`config.mk`:
```
export PLATFORM = sky130hd
export DESIGN_NAME = osc_switch
export DESIGN_NICKNAME = d
export VERILOG_FILES = /design/src/inc/osc_switch_pkg.sv /design/src/osc_switch.sv
export VERILOG_INCLUDE_DIRS = /design/src /design/src/inc
export SDC_FILE = /design/constraint.sdc
export NUM_CORES = 1
export LEC_CHECK = 0
export BUFFER_PORTS_ARGS = -buffer_cell sky130_fd_sc_hd__buf_2
export CORE_MARGIN = 4
export CORE_UTILIZATION = 30
export CTS_CLUSTER_DIAMETER = 150
export DETAILED_ROUTE_END_ITERATION = 8
export PLACE_DENSITY = 0.47
export SYNTH_ARGS = -nofsm -noshare
export SYNTH_HDL_FRONTEND = slang
export SYNTH_SLANG_ARGS = --single-unit
```
`constraint.sdc`:
```
create_clock -name CLOCK -period 4.45 [get_ports CLOCK]
set_clock_uncertainty 0.2 [all_clocks]
set_input_delay 0.445 -clock CLOCK [delete_from_list [all_inputs] [get_ports CLOCK]]
set_output_delay 0.445 -clock CLOCK [all_outputs]
set_load 0.02 [all_outputs]
```
`src/inc/osc_switch_cfg.svh`:
```
/*
 * Offsets, field positions, reset values and timing counts for the oscillator
 * control and clock switch block. Assumes inclusion from the package and the module.
 */
`ifndef OSC_SWITCH_CFG_SVH
`define OSC_SWITCH_CFG_SVH

// Register word offsets on the Avalon-MM bus
`define ADR_OSC_CONTROL   4'h0
`define ADR_DCO_TRIM      4'h1
`define ADR_DCO_CONTROL   4'h2
`define ADR_REF_DIVIDER   4'h3
`define ADR_REF_FRACTION  4'h4
`define ADR_OSC_STATUS    4'h5

// Unlock keys
`define KEY_HIGH_A        8'h78
`define KEY_HIGH_B        8'h9A
`define KEY_LOW_A         8'h46
`define KEY_LOW_B         8'h57

// Field positions in the oscillator control register
`define CUR_SRC_LSB       12
`define NXT_SRC_LSB       8
`define LOCK_BIT          5
`define FAIL_BIT          3
`define REQ_BIT           0

// Reset values
`define DCO_FSEL_RESET    4'h7
`define REF_DIV_RESET     15'h0001

// Source codes
`define SRC_FRC           3'h0
`define SRC_FRC_PLL       3'h1
`define SRC_PRI           3'h2
`define SRC_PRI_PLL       3'h3
`define SRC_SEC           3'h4
`define SRC_LOW_POWER_RC_OSC          3'h5
`define SRC_DCO           3'h6

// Settle count in new-clock cycles
`define SETTLE_CYCLES     4'hA

`endif

```
`src/inc/osc_switch_pkg.sv`:
```
/*
 * Types for the oscillator control and clock switch block.
 * Assumes the configuration header is on the include path.
 */
`include "osc_switch_cfg.svh"

package osc_switch_pkg;

   typedef enum logic [2:0] {
      SW_IDLE,
      SW_START,
      SW_WAIT_OSC,
      SW_SETTLE,
      SW_HANDOVER
   } sw_state_t;

   typedef enum logic [1:0] {
      UL_NONE,
      UL_FIRST,
      UL_OPEN
   } unlock_t;

   typedef struct packed {
      logic [5:0]  dco_trim_field;
      logic        dco_sleep_keep;
      logic [3:0]  dco_freq_select;
      logic [14:0] ref_div;
      logic [8:0]  ref_trim;
      logic [2:0]  current_source_sel;
      logic [2:0]  next_source_sel;
      logic        switch_request;
      logic        pll_lock;
      logic        clock_fail_flag;
      unlock_t     unlock_high;
      unlock_t     unlock_low;
      sw_state_t   sw_state;
      logic [3:0]  settle_cnt;
      logic [6:0]  osc_on;
      logic [15:0] ref_cnt;
      logic [9:0]  ref_acc;
      logic        ref_level;
      logic        bus_ack;
      logic [31:0] rdata;
      logic        boot_done;
   } osc_state_t;

endpackage

```
`src/osc_switch.sv`:
```
/*
 * Oscillator control: tunable DIGITAL_TUNED_OSC settings, reference clock divider with
 * fractional trim and a protected clock switch sequencer behind an Avalon-MM slave.
 * Assumes oscillator readiness, PLL lock and new-clock ticks arrive synchronous to CLOCK.
 */
// The Avalon-MM register port and the register offsets were chosen for this implementation.
// Behaviour
// - DIGITAL_TUNED_OSC trim is signed six bits, zero is centre, steps of about 0.15 percent.
// - At 16 or 32 MHz settings trim steps grow, spanning about 9.2 percent.
// - Sleep-keep bit one keeps DIGITAL_TUNED_OSC running in sleep, zero stops it.
// - Frequency select 0..7 gives 1..8 MHz, 1110 16 MHz, 1111 32 MHz; resets 0111.
// - Divider value is reference half-period in source cycles; reset one divides by two.
// - Divider value zero passes the source clock through.
// - Nine-bit trim adds n/512 source cycle to each half-period.
// - Switching and fail-safe active only when configuration bit is zero; clock-fail flag still sets on CLOCK_FAIL_EVENT when it is one.
// - Switching disabled: next-source ignored, current-source shows boot selection.
// - Switching disabled: request bit ignores writes and reads zero.
// - High unlock is 78h then 9Ah, next-source write follows at once.
// - Low unlock is 46h then 57h, request set follows at once.
// - Request with next equal to current clears request and aborts.
// - Valid switch start clears PLL lock status and clock-fail flag.
// - New source enabled; crystal waits start-up timer, PLL waits for lock.
// - After 10 new-clock cycles switch, clear request, copy next into current.
// - Old source stopped, except LOW_POWER_RC_OSC for watchdog/monitor and secondary kept alive.
// - Current-source 001 is fast RC with PLL, 011 is primary with PLL.
`timescale 1ns/1ns
`include "osc_switch_cfg.svh"

module osc_switch
(
   // Clock and reset
   input  wire logic        CLOCK,
   input  wire logic        NRST,
   // Avalon-MM slave
   input  wire logic [3:0]  ADDRESS,
   input  wire logic        READ,
   input  wire logic        WRITE,
   input  wire logic [31:0] WRITEDATA,
   input  wire logic [3:0]  BYTEENABLE,
   output logic      [31:0] READDATA,
   output logic             WAITREQUEST,
   // Configuration straps
   input  wire logic        SWITCH_MONITOR_CFG_BIT,
   input  wire logic [2:0]  BOOT_SOURCE_CFG,
   // Oscillator status
   input  wire logic [6:0]  OSC_READY,
   input  wire logic        STARTUP_TIMER_DONE,
   input  wire logic        PLL_LOCKED,
   input  wire logic        NEW_CLK_TICK,
   input  wire logic        CLOCK_FAIL_EVENT,
   input  wire logic        SLEEP_MODE,
   input  wire logic        WDT_OR_MONITOR_ON,
   input  wire logic        SECONDARY_KEEPALIVE,
   input  wire logic        REF_SRC_CLK,
   input  wire logic        REF_SRC_TICK,
   // Oscillator controls
   output logic      [6:0]  OSC_ENABLE,
   output logic      [2:0]  SYS_CLK_SELECT,
   output logic             DCO_RUN,
   output logic      [3:0]  DCO_FREQ_SELECT,
   output logic      [5:0]  DCO_TRIM_FIELD,
   output logic             DCO_WIDE_STEP,
   output logic             REF_CLK_OUT
);

   osc_switch_pkg::osc_state_t s_ff;
   osc_switch_pkg::osc_state_t nxt_s;

   logic        switch_enabled;
   logic        wr;
   logic        rd;
   logic        is_pll_src;
   logic        is_xtal_src;
   logic [15:0] half_full;
   logic [31:0] rmux;

   assign switch_enabled = ~SWITCH_MONITOR_CFG_BIT;
   assign wr = WRITE & s_ff.bus_ack;
   assign rd = READ & ~WRITE & ~s_ff.bus_ack;
   assign is_pll_src = (s_ff.next_source_sel == `SRC_FRC_PLL) ||
                       (s_ff.next_source_sel == `SRC_PRI_PLL);
   assign is_xtal_src = (s_ff.next_source_sel == `SRC_PRI) ||
                        (s_ff.next_source_sel == `SRC_PRI_PLL) ||
                        (s_ff.next_source_sel == `SRC_SEC);
   assign half_full = {1'b0, s_ff.ref_div};

   always_comb
   begin
      rmux = 32'h0;
      unique case (ADDRESS)
         `ADR_OSC_CONTROL:
         begin
            rmux[`CUR_SRC_LSB +: 3] = s_ff.current_source_sel;
            rmux[`NXT_SRC_LSB +: 3] = s_ff.next_source_sel;
            rmux[`LOCK_BIT] = s_ff.pll_lock;
            rmux[`FAIL_BIT] = s_ff.clock_fail_flag;
            rmux[`REQ_BIT] = s_ff.switch_request & switch_enabled;
         end
         `ADR_DCO_TRIM:     rmux[5:0] = s_ff.dco_trim_field;
         `ADR_DCO_CONTROL:
         begin
            rmux[13] = s_ff.dco_sleep_keep;
            rmux[11:8] = s_ff.dco_freq_select;
         end
         `ADR_REF_DIVIDER:  rmux[14:0] = s_ff.ref_div;
         `ADR_REF_FRACTION: rmux[15:7] = s_ff.ref_trim;
         `ADR_OSC_STATUS:   rmux[2:0] = 3'(s_ff.sw_state);
         default:           rmux = 32'h0;
      endcase
   end

   always_comb
   begin
      nxt_s = s_ff;
      nxt_s.bus_ack = (READ | WRITE) & ~s_ff.bus_ack;
      if (rd)
         nxt_s.rdata = rmux;
      if (!s_ff.boot_done)
      begin
         nxt_s.boot_done = 1'b1;
         nxt_s.current_source_sel = BOOT_SOURCE_CFG;
         nxt_s.next_source_sel = BOOT_SOURCE_CFG;
      end
      if (!switch_enabled)
         nxt_s.current_source_sel = BOOT_SOURCE_CFG;
      if (CLOCK_FAIL_EVENT)
         nxt_s.clock_fail_flag = 1'b1;
      if (PLL_LOCKED && is_pll_src)
         nxt_s.pll_lock = 1'b1;

      // Register writes and the two unlock sequences
      if (wr)
      begin
         nxt_s.unlock_high = osc_switch_pkg::UL_NONE;
         nxt_s.unlock_low = osc_switch_pkg::UL_NONE;
         unique case (ADDRESS)
            `ADR_OSC_CONTROL:
            begin
               if (BYTEENABLE[1])
               begin
                  if (s_ff.unlock_high == osc_switch_pkg::UL_OPEN)
                  begin
                     if (switch_enabled)
                        nxt_s.next_source_sel = WRITEDATA[`NXT_SRC_LSB +: 3];
                  end
                  else if (WRITEDATA[15:8] == `KEY_HIGH_A)
                     nxt_s.unlock_high = osc_switch_pkg::UL_FIRST;
                  else if (WRITEDATA[15:8] == `KEY_HIGH_B && s_ff.unlock_high == osc_switch_pkg::UL_FIRST)
                     nxt_s.unlock_high = osc_switch_pkg::UL_OPEN;
               end
               if (BYTEENABLE[0])
               begin
                  if (s_ff.unlock_low == osc_switch_pkg::UL_OPEN)
                  begin
                     if (switch_enabled && WRITEDATA[`REQ_BIT])
                        nxt_s.switch_request = 1'b1;
                  end
                  else if (WRITEDATA[7:0] == `KEY_LOW_A)
                     nxt_s.unlock_low = osc_switch_pkg::UL_FIRST;
                  else if (WRITEDATA[7:0] == `KEY_LOW_B && s_ff.unlock_low == osc_switch_pkg::UL_FIRST)
                     nxt_s.unlock_low = osc_switch_pkg::UL_OPEN;
               end
            end
            `ADR_DCO_TRIM:
               if (BYTEENABLE[0])
                  nxt_s.dco_trim_field = WRITEDATA[5:0];
            `ADR_DCO_CONTROL:
               if (BYTEENABLE[1])
               begin
                  nxt_s.dco_sleep_keep = WRITEDATA[13];
                  nxt_s.dco_freq_select = WRITEDATA[11:8];
               end
            `ADR_REF_DIVIDER:
            begin
               if (BYTEENABLE[0])
                  nxt_s.ref_div[7:0] = WRITEDATA[7:0];
               if (BYTEENABLE[1])
                  nxt_s.ref_div[14:8] = WRITEDATA[14:8];
            end
            `ADR_REF_FRACTION:
            begin
               if (BYTEENABLE[0])
                  nxt_s.ref_trim[0] = WRITEDATA[7];
               if (BYTEENABLE[1])
                  nxt_s.ref_trim[8:1] = WRITEDATA[15:8];
            end
            default:
            begin
            end
         endcase
      end

      // Switch sequencer
      unique case (s_ff.sw_state)
         osc_switch_pkg::SW_IDLE:
            if (s_ff.switch_request && switch_enabled)
            begin
               if (s_ff.next_source_sel == s_ff.current_source_sel)
                  nxt_s.switch_request = 1'b0;
               else
               begin
                  nxt_s.pll_lock = 1'b0;
                  nxt_s.clock_fail_flag = CLOCK_FAIL_EVENT;
                  nxt_s.sw_state = osc_switch_pkg::SW_START;
               end
            end
         osc_switch_pkg::SW_START:
         begin
            nxt_s.osc_on[s_ff.next_source_sel] = 1'b1;
            if (is_pll_src)
               nxt_s.osc_on[s_ff.next_source_sel - 3'h1] = 1'b1;
            nxt_s.sw_state = osc_switch_pkg::SW_WAIT_OSC;
         end
         osc_switch_pkg::SW_WAIT_OSC:
            if (OSC_READY[s_ff.next_source_sel] &&
                (!is_xtal_src || STARTUP_TIMER_DONE) &&
                (!is_pll_src || s_ff.pll_lock))
            begin
               nxt_s.settle_cnt = 4'h0;
               nxt_s.sw_state = osc_switch_pkg::SW_SETTLE;
            end
         osc_switch_pkg::SW_SETTLE:
            if (NEW_CLK_TICK)
            begin
               nxt_s.settle_cnt = s_ff.settle_cnt + 4'h1;
               if (s_ff.settle_cnt == `SETTLE_CYCLES - 4'h1)
                  nxt_s.sw_state = osc_switch_pkg::SW_HANDOVER;
            end
         osc_switch_pkg::SW_HANDOVER:
         begin
            nxt_s.current_source_sel = s_ff.next_source_sel;
            nxt_s.switch_request = 1'b0;
            nxt_s.osc_on = 7'h0;
            nxt_s.osc_on[s_ff.next_source_sel] = 1'b1;
            if (is_pll_src)
               nxt_s.osc_on[s_ff.next_source_sel - 3'h1] = 1'b1;
            nxt_s.osc_on[`SRC_LOW_POWER_RC_OSC] = nxt_s.osc_on[`SRC_LOW_POWER_RC_OSC] | WDT_OR_MONITOR_ON;
            nxt_s.osc_on[`SRC_SEC] = nxt_s.osc_on[`SRC_SEC] | SECONDARY_KEEPALIVE;
            nxt_s.sw_state = osc_switch_pkg::SW_IDLE;
         end
      endcase

      // Reference divider with fractional half-period
      if (REF_SRC_TICK && s_ff.ref_div != 15'h0)
      begin
         if (s_ff.ref_cnt + 16'h1 >= half_full + {15'h0, s_ff.ref_acc[9]})
         begin
            nxt_s.ref_cnt = 16'h0;
            nxt_s.ref_level = ~s_ff.ref_level;
            nxt_s.ref_acc = {1'b0, s_ff.ref_acc[8:0]} + {1'b0, s_ff.ref_trim};
         end
         else
            nxt_s.ref_cnt = s_ff.ref_cnt + 16'h1;
      end

      if (!NRST)
      begin
         nxt_s = '0;
         nxt_s.dco_freq_select = `DCO_FSEL_RESET;
         nxt_s.ref_div = `REF_DIV_RESET;
         nxt_s.sw_state = osc_switch_pkg::SW_IDLE;
         nxt_s.unlock_high = osc_switch_pkg::UL_NONE;
         nxt_s.unlock_low = osc_switch_pkg::UL_NONE;
         nxt_s.osc_on = 7'h7F;
      end
   end

   always_ff @(posedge CLOCK)
   begin
      s_ff <= nxt_s;
   end

   assign WAITREQUEST = (READ | WRITE) & ~s_ff.bus_ack;
   assign READDATA = s_ff.rdata;
   assign OSC_ENABLE = s_ff.osc_on;
   assign SYS_CLK_SELECT = s_ff.current_source_sel;
   assign DCO_RUN = s_ff.osc_on[`SRC_DCO] & (~SLEEP_MODE | s_ff.dco_sleep_keep);
   assign DCO_FREQ_SELECT = s_ff.dco_freq_select;
   assign DCO_TRIM_FIELD = s_ff.dco_trim_field;
   assign DCO_WIDE_STEP = (s_ff.dco_freq_select == 4'hE) | (s_ff.dco_freq_select == 4'hF);
   assign REF_CLK_OUT = (s_ff.ref_div == 15'h0) ? REF_SRC_CLK : s_ff.ref_level;

   abort_same_a: assert property (@(posedge CLOCK) disable iff (!NRST)
      s_ff.sw_state == osc_switch_pkg::SW_IDLE && s_ff.switch_request && switch_enabled &&
      s_ff.next_source_sel == s_ff.current_source_sel |=> !s_ff.switch_request)
      else $error("Redundant switch not aborted");
   start_clear_a: assert property (@(posedge CLOCK) disable iff (!NRST)
      s_ff.sw_state == osc_switch_pkg::SW_IDLE && $past(s_ff.sw_state) == osc_switch_pkg::SW_IDLE &&
      nxt_s.sw_state == osc_switch_pkg::SW_START |=> !s_ff.pll_lock)
      else $error("Lock not cleared at switch start");
   handover_copy_a: assert property (@(posedge CLOCK) disable iff (!NRST)
      s_ff.sw_state == osc_switch_pkg::SW_HANDOVER |=>
      s_ff.current_source_sel == $past(s_ff.next_source_sel) && !s_ff.switch_request)
      else $error("Handover did not copy source");
   settle_ten_a: assert property (@(posedge CLOCK) disable iff (!NRST)
      $rose(s_ff.sw_state == osc_switch_pkg::SW_HANDOVER) |-> $past(s_ff.settle_cnt) == 4'h9)
      else $error("Settle count not ten");
   req_zero_a: assert property (@(posedge CLOCK) disable iff (!NRST)
      !switch_enabled |-> !s_ff.switch_request)
      else $error("Request set while disabled");
   boot_src_a: assert property (@(posedge CLOCK) disable iff (!NRST)
      !switch_enabled && $past(!switch_enabled) && s_ff.boot_done |-> s_ff.current_source_sel == $past(BOOT_SOURCE_CFG))
      else $error("Current source not boot source");
   ref_bypass_a: assert property (@(posedge CLOCK) disable iff (!NRST)
      s_ff.ref_div == 15'h0 |-> REF_CLK_OUT == REF_SRC_CLK)
      else $error("Reference not bypassed");
   dco_sleep_a: assert property (@(posedge CLOCK) disable iff (!NRST)
      SLEEP_MODE && !s_ff.dco_sleep_keep |-> !DCO_RUN)
      else $error("DIGITAL_TUNED_OSC runs in sleep");
   unlock_expire_a: assert property (@(posedge CLOCK) disable iff (!NRST)
      wr && s_ff.unlock_high == osc_switch_pkg::UL_OPEN |=> s_ff.unlock_high == osc_switch_pkg::UL_NONE)
      else $error("High unlock did not expire");
   keep_low_power_rc_osc_a: assert property (@(posedge CLOCK) disable iff (!NRST)
      s_ff.sw_state == osc_switch_pkg::SW_HANDOVER && WDT_OR_MONITOR_ON |=> s_ff.osc_on[`SRC_LOW_POWER_RC_OSC])
      else $error("LOW_POWER_RC_OSC stopped while needed");
   next_locked_a: assert property (@(posedge CLOCK) disable iff (!NRST)
      wr && ADDRESS == `ADR_OSC_CONTROL && BYTEENABLE[1] && s_ff.boot_done &&
      s_ff.unlock_high != osc_switch_pkg::UL_OPEN |=> s_ff.next_source_sel == $past(s_ff.next_source_sel))
      else $error("Next source written while locked");
   req_locked_a: assert property (@(posedge CLOCK) disable iff (!NRST)
      wr && ADDRESS == `ADR_OSC_CONTROL && BYTEENABLE[0] && !s_ff.switch_request &&
      s_ff.unlock_low != osc_switch_pkg::UL_OPEN |=> !s_ff.switch_request)
      else $error("Request set while locked");
   low_expire_a: assert property (@(posedge CLOCK) disable iff (!NRST)
      wr && s_ff.unlock_low == osc_switch_pkg::UL_OPEN |=> s_ff.unlock_low == osc_switch_pkg::UL_NONE)
      else $error("Low unlock did not expire");
   fail_clear_a: assert property (@(posedge CLOCK) disable iff (!NRST)
      s_ff.sw_state == osc_switch_pkg::SW_START |-> s_ff.clock_fail_flag == $past(CLOCK_FAIL_EVENT))
      else $error("Clock fail not cleared at switch start");
   pll_wait_a: assert property (@(posedge CLOCK) disable iff (!NRST)
      s_ff.sw_state == osc_switch_pkg::SW_WAIT_OSC && is_pll_src && !s_ff.pll_lock |=>
      s_ff.sw_state == osc_switch_pkg::SW_WAIT_OSC)
      else $error("Left wait without PLL lock");
   xtal_wait_a: assert property (@(posedge CLOCK) disable iff (!NRST)
      s_ff.sw_state == osc_switch_pkg::SW_WAIT_OSC && is_xtal_src && !STARTUP_TIMER_DONE |=>
      s_ff.sw_state == osc_switch_pkg::SW_WAIT_OSC)
      else $error("Left wait before start-up timer");
   old_stop_a: assert property (@(posedge CLOCK) disable iff (!NRST)
      s_ff.sw_state == osc_switch_pkg::SW_HANDOVER && !is_pll_src && !WDT_OR_MONITOR_ON &&
      !SECONDARY_KEEPALIVE |=> s_ff.osc_on == 7'(7'h01 << s_ff.next_source_sel))
      else $error("Old source left running");

endmodule // osc_switch

```
; ---- Word-level counts from Yosys, hierarchy flattened
; Cells that the tools add are included.
[op_classes]
addsub = 5
mul = 0
n_div = 0
magnitude_cmp = 5
eq_ne = 31
shifts = 0
n_mux = 60
n_bitwise = 19
n_reduce_logical = 32
[op_table]
columns = op, count
row1 = 7-bit 2-to-1 mux, 5
row2 = 3-bit 2-to-1 mux, 9
row3 = "8-bit by 7-bit equality test with 1-bit output, second input constant", 3
row4 = 7-bit OR, 3
row5 = 3-bit AND reduction, 7
row6 = 2-bit 2-to-1 mux, 10
row7 = 15-bit by 1-bit adder with 16-bit output, 1
row8 = "16-bit by 1-bit adder with 16-bit output, second input constant", 1
row9 = 16-bit greater-or-equal comparator, 1
row10 = 16-bit 2-to-1 mux, 1
row11 = 15-bit logical NOT, 1
row12 = 1-bit one-hot mux with 3 select lines, 5
row13 = 3-bit one-hot mux with 5 select lines, 1
row14 = 15-bit nonzero test, 1
row15 = 7-bit one-hot mux with 2 select lines, 1
row16 = 1-bit 2-to-1 mux, 13
row17 = "3-bit by 2-bit equality test with 1-bit output, second input constant", 4
row18 = "4-bit equality test, second input constant", 3
row19 = 4-bit 2-to-1 mux, 3
row20 = 3-bit one-hot mux with 4 select lines, 1
row21 = 9-bit by 9-bit adder with 10-bit output, 1
row22 = 1-bit logical AND, 10
row23 = "2-bit != test, second input constant", 5
row24 = "4-bit by 2-bit equality test with 1-bit output, second input constant", 2
row25 = other kinds (30), 60
[word_totals]
register_bits = 107
latchBits = 0
mem_bits_rw = 0
mem_bits_ro = 0
in_bits = 64
output_inout_bits = 56
elab_cells = 175
n_memories = 0

; ---- Logic depth before layout (Yosys ltp)
; Gate-level depths: netlist of the first run.
[depth]
ltp_word = 10
mapped_depth = 14
mapped_depth_nobuf = 13

; ---- Worst setup path after synthesis of the first run
; OpenSTA, ideal clock, no wires.
[synth_path]
path_kind = reg-to-reg
startpoint = register s_ff[45] (netlist name)
endpoint = register s_ff[38] (netlist name)
arrival_ns = 3.048
required_ns = 4.180
path_slack_ns = 1.131
stages_incl_launch_ff = 12
path_buffers = 0
path_cell_list = dfxtp_1 -> ha_1 -> nand3_1 -> nor4_1 -> nand3_1 -> xnor2_1 -> ha_1 -> nand4_1 -> a211oi_2 -> a2111oi_4 -> or4_1 -> a21oi_1
[synth_between]
elab_chain_len = 3
[synth_lines]
columns = item, line
row1 = from (decl), osc_switch.sv:66  ; osc_switch_pkg::osc_state_t s_ff;
row2 = from (signal assigned), osc_switch.sv:270  ; s_ff <= nxt_s;
row3 = 16-bit by 1-bit adder with 16-bit output, osc_switch.sv:246  ; if (s_ff.ref_cnt + 16'h1 >= half_full + {15'h0, s_ff.ref_acc[9]})
row4 = 16-bit greater-or-equal comparator, osc_switch.sv:246
row5 = 2-bit AND reduction (no source line), --
; Every way passes these cells.
; A chain may end at the register's enable or synchronous reset.

; ---- Worst setup path in the final report of the first run
[layout_path]
startpoint = register s_ff[45] (netlist name)
endpoint = register s_ff[46] (netlist name)
[layout_between]
elab_chain_len = 3
[layout_lines]
columns = item, line
row1 = 16-bit by 1-bit adder with 16-bit output *, "osc_switch.sv:246, osc_switch.sv:253"
row2 = 16-bit greater-or-equal comparator, osc_switch.sv:246
row3 = 16-bit 2-to-1 mux *, osc_switch.sv:246
; Mark *: on every way between the ends. The rest lies on a longest branch, timed or not.

==> summary.md, run 1 <==
| Metric | Value |
|---|---|
| CP startpoint kind | `flip-flop` |
| Total power per unit cell area | `292 nW/um^2` |
| Sw Pwr | `about 560 uW` |
| Worst path required time | `around 4.5 ns` |
| First-pass GRT wire length | `about 28 mm` |
| GRT Util Overall | `between 10% and 20%` |
| Count leader, synth | `dfxtp_1` |
| # fillers | `about 2.3k` |
| Worst EP arrival | `about 3.9 ns` |
| Hold Path Depth | `3` |
| Share of the synthesized area in the top cell type | `33.2%` |
| Reg2reg path depth | `11` |
| PortBufs | `85` |
| Die Wd | `about 150 um` |
| Layout cells sized above 1 | `16.1%` |
| Fin Setup TNS | `0 ns` |
| Period minus WS final | `~3.8 ns` |
| Setup bufs post-CTS | `0` |
| Via count | `5289` |
| Yosys cell types | `64` |
| Commonest cells in the netlist | `dfxtp_1, nor2_1, nand2_1, buf_4, a21oi_1` |
| Max cap viols | `0` |
| Initial antenna violation count | `0` |
| Crit path max fanout | `16` |
| Post-CTS sizing | `0` |
| DRT Wirelength | `17.7 mm` |
| Worst Hold Path EP | `s_ff[79]` |
| Slew margin rel. | `between 30% and 40%` |
| Top cells by area, synth | `dfxtp_1, ha_1, mux2i_1, buf_4, nor2_1` |
| Count of antenna-violating nets left after detailed routing | `0` |
| Hold_sp | `CLOCK_FAIL_EVENT` |
| Worst-path cell chain | `ha_1 > nand3_1 > nor4_1 > nand3_1 > xnor2_1 > ha_1 > a21oi_1 > a21boi_0 > a2111oi_4 > o21ai_4 > a21oi_1` |
| Final setup fails | `0` |
| CTS Buffer Depth | `2` |
| CP Capture Type | `flip-flop` |
| YS warnings | `0` |
| Die area | `between 20000 and 25000 um^2` |
| Core Footprint | `roughly 21000 um^2` |
| Power, Total | `between 2 and 2.5 mW` |
| Fmax | `approximately 260 MHz` |
| Post-placement cell area | `around 6800 um^2` |
| Clock-pin slew on the worst setup and hold paths | `0.08 ns` |
| Post-synthesis sequential area ratio | `33.2%` |
| Type of the most critical hold path | `primary input to flip-flop` |
| Detailed Route Iter0 Violations | `between 200 and 250` |
| RSZ-0062 raised after global routing | `no` |
| CTS tree | `built` |
| Area Overhead vs Synth | `9.53%` |
| Number of synthesized flops with an enable pin | `0` |
| Final Hold Viols | `0` |
| FF+latch area | `2140 um^2` |
| Status | `finished clean` |
| Clock power share | `between 40% and 50%` |
| Top Metal Used | `met4` |
| Critical path's slowest cell | `a2111oi_4` |
| Metal2 WL | `approximately 7.8 mm` |
| CP startpoint | `s_ff[45]` |
| M1 WL | `between 8 and 9 mm` |
| Initial Utilization | `between 30% and 40%` |
| Drt first pass iters | `4` |
| H-tree level count | `3` |
| Num CTS Buffers | `9` |
| Worst setup path category | `flip-flop to flip-flop` |
| Reg2reg start | `s_ff[45]` |
| Clock Latency Late Sink | `between 0.3 and 0.4 ns` |
| Synthesized flop and latch total | `~110` |
| Vias per cell | `4.91` |
| Inserted Diodes | `0` |
| Mean Syn Cell Area | `around 8.3 um^2` |
| Post-Syn Instances | `a little under 800` |
| Area of the multi-input gates | `~3800 um^2` |
| Nets@finish | `about 900` |
| Synth Cell Area | `about 6500 um^2` |
| WHS | `0.107 ns` |
| Yosys top cell by area | `dfxtp_1` |
| Sequential Power Share | `48.1%` |
| Grt ovf | `0` |
| Final instance area | `slightly above 7000 um^2` |
| Final Cycle Share | `85.6%` |
| Clock root cell | `clkbuf_16` |
| Vias in the first global route | `between 5k and 6k` |
| Sw frac | `27.2%` |
| Pin count of the biggest net entering global routing | `46` |
| Num rows | `53` |
| Max Slew Vio Count | `0` |
| DR WL/cell | `around 16 um` |
| DP HPWL | `~13 mm` |
| Worst slew pin tran | `0.962 ns` |
| # clock sinks | `between 100 and 150` |
| Height of the chip | `155 um` |
| Met3 routed WL | `between 800 and 900 um` |
| Top_reg_cell synth | `dfxtp_1` |
| RR Endpoint | `s_ff[46]` |
| Routability cong. | `0.800` |
| Leakage | `2.81 nW` |
| I/O pins | `120` |
| Asr flop ratio synth | `0%` |
| Flop-to-flop setup slack | `around 0.64 ns` |
| Max incr delay on CP | `0.70 ns` |
| Combinational share of power | `around a tenth` |
| VDD IR max | `about 0.00017 V` |
| Internal | `between 1.5 and 2 mW` |
| DRC | `0` |
| Hold buffer count at CTS | `0` |
==> metal layers <==
| metal | vias to the layer above | GRT usage (%) |
|---|---|---|
| li1 | 2691 | - |
| met1 | 2476 | 20.9 |
| met2 | 103 | 22.4 |
| met3 | 19 | 2.57 |
| met4 | 0 | 4.37 |
| met5 | - | 0 |
==> power groups by stage <==
stage          sequential [mW]  combinational [mW]  clock (mW)
5_1_grt                  0.996               0.244       0.906
3_5_place_dp              1.02               0.222           0
4_1_cts                  0.994               0.222       0.879
2_1_floorplan             1.00               0.171           0
6_report                 0.993               0.220       0.853
3_3_place_gp              1.02               0.222           0
==> cells in the final DEF, fill, tap and decap left out, types with 5 or more instances in the layout <==
master	n
dfxtp_1	107
nor2_1	91
buf_2	85
nand2_1	75
a21oi_1	47
mux2i_1	42
ha_1	34
nand3_1	31
xnor2_1	27
xor2_1	26
o21ai_0	25
conb_1	16
nor3_1	15
inv_1	13
nand4_1	12
a211oi_1	10
and2_1	9
a22oi_1	9
clkbuf_16	9
and3_1	8
nor2b_1	8
nand2b_1	8
mux2_2	7
nor4_1	6
a2bb2oi_1	6
a211oi_2	5
==> worst max-delay path by stage <==
stage               endpoint  cells after the start
floorplan           s_ff[38]                     11
global route        s_ff[46]                     11
global placement    s_ff[36]                     11
finish              s_ff[46]                     11
detailed placement  s_ff[46]                     11
CTS                 s_ff[46]                     11
==> through the flow <==
stage | std cells | setup WS (ns) | utilization [%]
4_1_cts | 1078 | 0.591 | 33.5
6_report | 1078 | 0.641 | 33.5
2_1_floorplan | 790 | 1.13 | -
3_5_place_dp | 1062 | 0.624 | 32.1
3_3_place_gp | 1062 | 0.631 | 32.1
5_1_grt | 1078 | 0.292 | 33.5
==> cell families (layout without fill, tap and decap cells) <==
| family | Yosys count | count (layout) | share of synthesized area [%] |
|---|---|---|---|
| DFF | 107 | 107 | 33.2 |
| adders and majority gates | 35 | 35 | 6.90 |
| other | 1 | 16 | 0.0581 |
| muxes | 49 | 49 | 7.73 |
| and+or+nand+nor | 281 | 281 | 20.4 |
| AOI/OAI and AO/OA | 143 | 143 | 15.1 |
| xor gates and xnor gates | 53 | 53 | 7.19 |
| buffers and inverters | 106 | 119 | 9.43 |
==> registers in the layout, summed over array words and instances (netlist names) <==
name / count
DCO_TRIM_FIELD: 6
READDATA: 16
SYS_CLK_SELECT: 3
DCO_FREQ_SELECT: 4
half_full: 15
OSC_ENABLE: 7
s_ff: 56
==> layout make-up <==
cell class	count	share of cell area (%)
clock buffers	10	3.38
clock inverters	6	1.01
inverters	14	0.743
multi-input cells	577	53.3
flip-flops and latches	107	30.3
well taps	275	4.86
repair buffers	89	6.44
==> worst max-delay path: cells and delay by family, from the launching register on <==
kind | cells | cell delay, ns
AOI/OAI and AO/OA | 5 | 1.44
DFF | 1 | 0.40
adders and majority gates | 2 | 0.55
and+or+nand+nor | 3 | 0.96
xor gates and xnor gates | 1 | 0.17
Note: power is estimated with default switching activity, not from simulation.
==> run 2: changes to the inputs <==
--- a/config.mk
+++ b/config.mk
@@ -6,6 +6,7 @@
 export SDC_FILE = /design/constraint.sdc
 export NUM_CORES = 1
 export LEC_CHECK = 0
+export ABC_AREA = 1
 export BUFFER_PORTS_ARGS = -buffer_cell sky130_fd_sc_hd__buf_2
 export CORE_MARGIN = 4
 export CORE_UTILIZATION = 30
==> run 2 against run 1 <==
Synthesized area rose by 4.9%. Power rose by 16%. Utilization fell by 0.19 points. Critical endpoint is now s_ff[57]. Largest cell class unchanged. Highest routed layer unchanged.
==> summary.md, run 2 <==
| Metric | Value |
|---|---|
| Leakage | `3.29 nW (was 2.81 nW)` |
| VDD IR max | `0.000179 V (was 0.000171 V)` |
| CTS tree | `built (unchanged)` |
| Top cells by area, synth | `dfxtp_1, nand2_1, buf_4, ha_1, a21oi_1 (was dfxtp_1, ha_1, mux2i_1, buf_4, nor2_1)` |
| Crit path max fanout | `16 (unchanged)` |
| Post-placement cell area | `7060 um^2 (was 6760 um^2)` |
| I/O pins | `120 (unchanged)` |
| Internal | `1.59 mW (was 1.50 mW)` |
| Sequential Power Share | `44.4% (was 48.1%)` |
| CP Capture Type | `flip-flop (unchanged)` |
| Drt first pass iters | `5 (was 4)` |
| Worst EP arrival | `3.42 ns (was 3.89 ns)` |
| Fmax | `295 MHz (was 263 MHz)` |
| Commonest cells in the netlist | `nand2_1, dfxtp_1, inv_1, nor2_1, a21oi_1 (was dfxtp_1, nor2_1, nand2_1, buf_4, a21oi_1)` |
| Final Cycle Share | `76.2% (was 85.6%)` |
| Die area | `25100 um^2 (was 23900 um^2)` |
| Routability cong. | `0.804 (was 0.800)` |
| Asr flop ratio synth | `0% (unchanged)` |
| Clock-pin slew on the worst setup and hold paths | `0.08 ns (about the same)` |
| Initial Utilization | `30.8% (was 30.6%)` |
| Hold Path Depth | `3 (unchanged)` |
| Share of the synthesized area in the top cell type | `31.6% (was 33.2%)` |
| Post-synthesis sequential area ratio | `31.6% (was 33.2%)` |
| Top_reg_cell synth | `dfxtp_1 (unchanged)` |
| Initial antenna violation count | `0 (unchanged)` |
| Yosys cell types | `55 (was 64)` |
| Synth Cell Area | `6780 um^2 (was 6460 um^2)` |
| DP HPWL | `14.3 mm (was 13.3 mm)` |
| Worst slew pin tran | `1.12 ns (was 0.962 ns)` |
| YS warnings | `0 (unchanged)` |
| Setup bufs post-CTS | `0 (unchanged)` |
| RSZ-0062 raised after global routing | `no (unchanged)` |
| Count of antenna-violating nets left after detailed routing | `0 (unchanged)` |
| Detailed Route Iter0 Violations | `304 (was 237)` |
| DRC | `0 (unchanged)` |
| Post-Syn Instances | `948 (was 775)` |
| Clock Latency Late Sink | `0.36 ns (about the same)` |
| Clock power share | `33.5% (was 41.3%)` |
| Worst Hold Path EP | `s_ff[79] (unchanged)` |
| Final worst-path setup slack | `1.06 ns (was 0.641 ns)` |
| Count leader, synth | `nand2_1 (was dfxtp_1)` |
| Sw Pwr | `805 uW (was 562 uW)` |
| Worst path required time | `4.48 ns (was 4.53 ns)` |
| Final setup fails | `0 (unchanged)` |
| Type of the most critical hold path | `primary input to flip-flop (unchanged)` |
| Reg2reg start | `half_full[0] (was s_ff[45])` |
| Vias per cell | `4.64 (was 4.91)` |
| Fin Setup TNS | `0 ns (unchanged)` |
| Worst-path cell chain | `ha_1 > ha_1 > nand2_1 > nor3_4 > nand4_2 > nor2_1 > xor2_1 > inv_1 > ha_1 > nand4_1 > nor3_2 > nand3_1 > nand3_4 > nand2_8 > nand2_4 > nor2_1 (was ha_1 > nand3_1 > nor4_1 > nand3_1 > xnor2_1 > ha_1 > a21oi_1 > a21boi_0 > a2111oi_4 > o21ai_4 > a21oi_1)` |
| H-tree level count | `3 (unchanged)` |
| GRT Util Overall | `14.9% (was 14.6%)` |
| RR Endpoint | `s_ff[57] (was s_ff[46])` |
| Clock root cell | `clkbuf_16 (unchanged)` |
| CP startpoint | `half_full[0] (was s_ff[45])` |
| Most frequent cells in the layout | `nand2_1, dfxtp_1, inv_1 (was dfxtp_1, nor2_1, buf_2)` |
| Cell mode on critical path | `ha_1` |
| Final instance area | `7350 um^2 (was 7070 um^2)` |
| DR WL/cell | `14.6 um (was 16.4 um)` |
| FF+latch area | `2140 um^2 (unchanged)` |
| Worst path buffer plus inverter count | `1 (was 0)` |
| Max cap viols | `0 (unchanged)` |
| Period minus WS final | `3.39 ns (was 3.81 ns)` |
| Nets@finish | `1082 (was 897)` |
| Max reg flops | `56 (unchanged)` |
| Fin util | `33.4% (was 33.5%)` |
| WHS | `0.111 ns (was 0.107 ns)` |
| Height of the chip | `158 um (was 155 um)` |
| Reg2reg path depth | `16 (was 11)` |
| Status | `finished clean (unchanged)` |
| Combinational share of power | `22.1% (was 10.6%)` |
| # clock sinks | `107 (unchanged)` |
| Via count | `5879 (was 5289)` |
| Yosys top cell by area | `dfxtp_1 (unchanged)` |
| Number of synthesized flops with an enable pin | `0 (unchanged)` |
| Sw frac | `33.6% (was 27.2%)` |
| Post-CTS sizing | `0 (unchanged)` |
| Core Footprint | `22000 um^2 (was 21100 um^2)` |
| Inserted Diodes | `0 (unchanged)` |
| Worst setup path category | `flip-flop to flip-flop (unchanged)` |
| Total power per unit cell area | `326 nW/um^2 (was 292 nW/um^2)` |
| First-pass GRT wire length | `29.5 mm (was 28.0 mm)` |
| Vias in the first global route | `5526 (was 5067)` |
| Final Hold Viols | `0 (unchanged)` |
| Critical path's slowest cell | `dfxtp_1 (was a2111oi_4)` |
| Crit-path leading delay family | `simple AND/OR/NAND/NOR gates (was compound AO/OA/AOI/OAI gates)` |
| Hold_sp | `CLOCK_FAIL_EVENT (unchanged)` |
| Most common cell after layout, fill and taps aside | `nand2_1 (was dfxtp_1)` |
| Die Wd | `158 um (was 155 um)` |
| PortBufs | `85 (unchanged)` |
| Slew margin rel. | `25.4% (was 35.3%)` |
| Hold buffer count at CTS | `0 (unchanged)` |
| CP startpoint kind | `flip-flop (unchanged)` |
| Layout cells sized above 1 | `18.2% (was 16.1%)` |
| Max Slew Vio Count | `0 (unchanged)` |
| Num CTS Buffers | `9 (unchanged)` |
| CTS Buffer Depth | `2 (unchanged)` |
| Mean Syn Cell Area | `7.15 um^2 (was 8.33 um^2)` |
| DRT Wirelength | `18.5 mm (was 17.7 mm)` |
| Max incr delay on CP | `0.43 ns (was 0.70 ns)` |
| Worst slack at placement | `1.07 ns (was 0.624 ns)` |
| # fillers | `2449 (was 2261)` |
| Synthesized flop and latch total | `107 (unchanged)` |
| Largest reg by FF count | `s_ff (unchanged)` |
| Num rows | `54 (was 53)` |
| Grt ovf | `0 (unchanged)` |
| Area of the multi-input gates | `3710 um^2 (was 3770 um^2)` |
| Area Overhead vs Synth | `8.44% (was 9.53%)` |
| Flop-to-flop setup slack | `1.06 ns (was 0.64 ns)` |
| Pin count of the biggest net entering global routing | `63 (was 46)` |
-- run 2: cell types whose count changed in the layout (fill, tap and decap cells not counted), moves of 18 or more --
cell,previous run,this run
a21oi_1,47,76
xnor2_1,27,4
nand2_1,75,202
inv_1,13,89
o21ai_0,25,52
mux2i_1,42,3
inv_2,1,19
-- run 2: power groups by stage --
stage | clock (mW) | combinational (mW) | sequential [mW]
6_report | 0.801 | 0.528 | 1.06
3_5_place_dp | 0 | 0.533 | 1.08
3_3_place_gp | 0 | 0.530 | 1.08
5_1_grt | 0.861 | 0.609 | 1.07
4_1_cts | 0.826 | 0.535 | 1.06
2_1_floorplan | 0 | 0.445 | 1.07
-- run 2: layout make-up --
class | count | area share [%]
sequential | 107 | 29.2
clock inverter | 6 | 0.732
tap | 280 | 4.77
multi-input combinational | 668 | 50.6
inverter | 110 | 5.67
clock buffer | 10 | 3.12
timing repair buffer | 87 | 5.99
-- run 2: tightest hold or removal path: cells and delay by family --
family,cells,cell delay [ns]
buffers and inverters,1,0.08
and+or+nand+nor,1,0.07
AOI/OAI and AO/OA,1,0.03
-- run 2: cells by family (layout without fill, tap and decap cells) --
kind of cell / count (synthesis) / count (layout) / synth area share (%)
XOR/XNOR: 29 / 29 / 3.75
other: 1 / 16 / 0.0553
adder cells (fa/ha/maj): 35 / 35 / 6.57
AO/OA/AOI/OAI: 178 / 178 / 14.6
multiplexers: 4 / 4 / 0.609
buffers and inverters: 188 / 213 / 14.4
AND/OR/NAND/NOR: 406 / 406 / 28.4
flip-flops: 107 / 107 / 31.6
-- run 2: metrics by stage --
stage / power (mW) / std cells
5_1_grt: 2.54 / 1268
3_3_place_gp: 1.61 / 1252
6_report: 2.39 / 1268
3_5_place_dp: 1.62 / 1252
4_1_cts: 2.42 / 1268
2_1_floorplan: 1.51 / 963
-- run 2: worst max path at each step --
stage | end | slack, ns | depth (start not counted)
after CTS | s_ff[50] | 1.03 | 16
after detailed placement | s_ff[53] | 1.07 | 16
after global placement | s_ff[46] | 1.10 | 16
after floorplan | s_ff[59] | 1.54 | 17
final | s_ff[57] | 1.06 | 16
after global routing | s_ff[50] | 0.70 | 16
-- run 2: per-layer routing --
layer	vias up	global-route usage [%]	part of all wire, %	wire length [um]
li1	3107	-	-	-
met1	2640	21.4	50	9200
met2	119	23.5	45	8260
met3	13	2.58	4.2	772
met4	0	3.61	1.3	249
met5	-	0	0	0
==> run 3: changes to the inputs <==
==> constraint.sdc (replaced) <==
create_clock -name CLOCK -period 3.3 [get_ports CLOCK]
set_clock_uncertainty 0.2 [all_clocks]
set_input_delay 0.33 -clock CLOCK [delete_from_list [all_inputs] [get_ports CLOCK]]
set_output_delay 0.33 -clock CLOCK [all_outputs]
set_load 0.02 [all_outputs]
==> run 3 against run 2 <==
Largest power group unchanged. Critical path type unchanged. Die area is the same. Register-to-register slack lost 0.75 ns. Cell count grew 0.55%.
==> summary.md, run 3 (synthesized netlist as in run 2, its figures left out) <==
| Metric | Value |
|---|---|
| Drt first pass iters | `5 (unchanged)` |
| RR Endpoint | `s_ff[46] (was s_ff[57])` |
| Inserted Diodes | `0 (unchanged)` |
| Num rows | `54 (unchanged)` |
| Final instance area | `7460 um^2 (was 7350 um^2)` |
| Max incr delay on CP | `0.37 ns (was 0.43 ns)` |
| Type of the most critical hold path | `primary input to flip-flop (unchanged)` |
| Max cap viols | `0 (unchanged)` |
| H-tree level count | `3 (unchanged)` |
| Initial Utilization | `30.8% (unchanged)` |
| Count of antenna-violating nets left after detailed routing | `0 (unchanged)` |
| Hold Path Depth | `3 (unchanged)` |
| Detailed Route Iter0 Violations | `323 (was 304)` |
| Final setup fails | `0 (unchanged)` |
| Period minus WS final | `2.99 ns (was 3.39 ns)` |
| Vias in the first global route | `5383 (was 5526)` |
| CP Capture Type | `flip-flop (unchanged)` |
| Pin count of the biggest net entering global routing | `63 (unchanged)` |
| Reg2reg start | `half_full[0] (unchanged)` |
| Most common cell after layout, fill and taps aside | `nand2_1 (unchanged)` |
| Fmax | `334 MHz (was 295 MHz)` |
| Num CTS Buffers | `9 (unchanged)` |
| RSZ-0062 raised after global routing | `yes (was no)` |
| Most frequent cells in the layout | `nand2_1, dfxtp_1, inv_1 (unchanged)` |
| Setup bufs post-CTS | `0 (unchanged)` |
| Final Hold Viols | `0 (unchanged)` |
| Max reg flops | `56 (unchanged)` |
| Vias per cell | `4.65 (was 4.64)` |
| DR WL/cell | `14.4 um (was 14.6 um)` |
| DP HPWL | `14.3 mm (about the same)` |
| CTS tree | `built (unchanged)` |
| CP startpoint kind | `flip-flop (unchanged)` |
| Slew margin rel. | `29.6% (was 25.4%)` |
| Nets@finish | `1090 (was 1082)` |
| Status | `finished clean (unchanged)` |
| Reg2reg path depth | `16 (unchanged)` |
| Final worst-path setup slack | `0.306 ns (was 1.06 ns)` |
| DRC | `0 (unchanged)` |
| Worst slack at placement | `0.135 ns (was 1.07 ns)` |
| Clock-pin slew on the worst setup and hold paths | `0.07 ns (was 0.08 ns)` |
| Grt ovf | `0 (unchanged)` |
| Worst slew pin tran | `1.06 ns (was 1.12 ns)` |
| Area Overhead vs Synth | `10.0% (was 8.44%)` |
| Height of the chip | `158 um (unchanged)` |
| Leakage | `3.34 nW (was 3.29 nW)` |
| Post-placement cell area | `7100 um^2 (was 7060 um^2)` |
| # fillers | `2452 (was 2449)` |
| Clock root cell | `clkbuf_16 (unchanged)` |
| Flop-to-flop setup slack | `0.31 ns (was 1.06 ns)` |
| Worst EP arrival | `3.04 ns (was 3.42 ns)` |
| Clock Latency Late Sink | `0.36 ns (about the same)` |
| Initial antenna violation count | `0 (unchanged)` |
| Via count | `5935 (was 5879)` |
| Placed cells | `1257 (was 1252)` |
| Fin Setup TNS | `0 ns (unchanged)` |
| FF+latch area | `2150 um^2 (was 2140 um^2)` |
| # clock sinks | `107 (unchanged)` |
| PortBufs | `85 (unchanged)` |
| Max Slew Vio Count | `0 (unchanged)` |
| Crit path max fanout | `16 (unchanged)` |
| Die Wd | `158 um (unchanged)` |
| Die area | `25100 um^2 (unchanged)` |
| I/O pins | `120 (unchanged)` |
| Total power per unit cell area | `439 nW/um^2 (was 326 nW/um^2)` |
| Final Cycle Share | `90.7% (was 76.2%)` |
| Critical path's slowest cell | `dfxtp_4 (was dfxtp_1)` |
| Worst setup path category | `flip-flop to flip-flop (unchanged)` |
| Area of the multi-input gates | `3740 um^2 (was 3710 um^2)` |
| DRT Wirelength | `18.4 mm (was 18.5 mm)` |
| VDD IR max | `0.000261 V (was 0.000179 V)` |
| Power, Total | `3.27 mW (was 2.39 mW)` |
| Layout cells sized above 1 | `19.4% (was 18.2%)` |
| CP startpoint | `half_full[0] (unchanged)` |
| Core Footprint | `22000 um^2 (unchanged)` |
| Worst path required time | `3.34 ns (was 4.48 ns)` |
| GRT Util Overall | `14.7% (was 14.9%)` |
| Worst-path cell chain | `ha_2 > ha_2 > nand2_1 > nor3_4 > nand4_2 > nor2_2 > xor2_1 > inv_1 > ha_1 > nand4_1 > nor3_2 > nand2_1 > nand3_4 > nand2_8 > nand2_8 > nor2_1 (was ha_1 > ha_1 > nand2_1 > nor3_4 > nand4_2 > nor2_1 > xor2_1 > inv_1 > ha_1 > nand4_1 > nor3_2 > nand3_1 > nand3_4 > nand2_8 > nand2_4 > nor2_1)` |
| Routability cong. | `0.812 (was 0.804)` |
| First-pass GRT wire length | `28.8 mm (was 29.5 mm)` |
| Hold_sp | `READ (was CLOCK_FAIL_EVENT)` |
| Post-Layout Cell Count | `1275 (was 1268)` |
| CTS Buffer Depth | `2 (unchanged)` |
| Largest reg by FF count | `s_ff (unchanged)` |
| Worst Hold Path EP | `s_ff[33] (was s_ff[79])` |
## run 3: routing by layer
layer  vias to the layer above  part of all wire (%)  global-route usage (%)
met5                         -                     0                       0
met4                         0                   1.5                    4.35
met3                        13                   4.8                    2.47
met2                       127                    46                    23.3
met1                      2670                    47                    20.5
li1                       3125                     -                       -
## run 3: worst max path at each step
stage | to | slack, ns | depth (start not counted)
6_report | s_ff[46] | 0.31 | 16
5_1_grt | s_ff[35] | -0.02 | 17
4_1_cts | s_ff[46] | 0.11 | 16
3_5_place_dp | s_ff[50] | 0.14 | 16
3_3_place_gp | s_ff[46] | 0.19 | 16
2_1_floorplan | s_ff[59] | 0.39 | 17
## run 3: worst max-delay path, delay by kind of cell (launching register included)
kind / cells / cell delay (ns)
and+or+nand+nor: 11 / 1.47
adders and majority gates: 3 / 0.63
DFF: 1 / 0.37
xor gates and xnor gates: 1 / 0.15
buffers and inverters: 1 / 0.05
## run 3: stage by stage
stage          util, %  hold slack (ns)
2_1_floorplan        -            0.158
3_3_place_gp      32.2            0.254
3_5_place_dp      32.2            0.255
4_1_cts           33.6           0.0383
5_1_grt           33.9           0.0575
6_report          33.9           0.0556
## run 3: layout make-up
type	count	share of cell area (%)
Sequential cell	107	28.8
Tap cell	280	4.70
Clock inverter	6	0.638
Inverter	110	5.59
Timing Repair Buffer	95	7.12
Clock buffer	9	3.02
Multi-Input combinational cell	668	50.1
## run 3: what timing repair did
| item | in CTS | in global routing |
|---|---|---|
| gates resized for setup | 0 | 11 |
| setup endpoints to repair | 0 | 27 |
| endpoints found under the hold margin | 2 | 0 |
| hold buffers | 2 | 0 |
## run 3: where the power goes
group / internal [mW] / total, mW / switching, mW
clock: 0.518 / 1.05 / 0.534
sequential: 1.36 / 1.43 / 0.0643
combinational: 0.309 / 0.795 / 0.486
total: 2.19 / 3.27 / 1.08
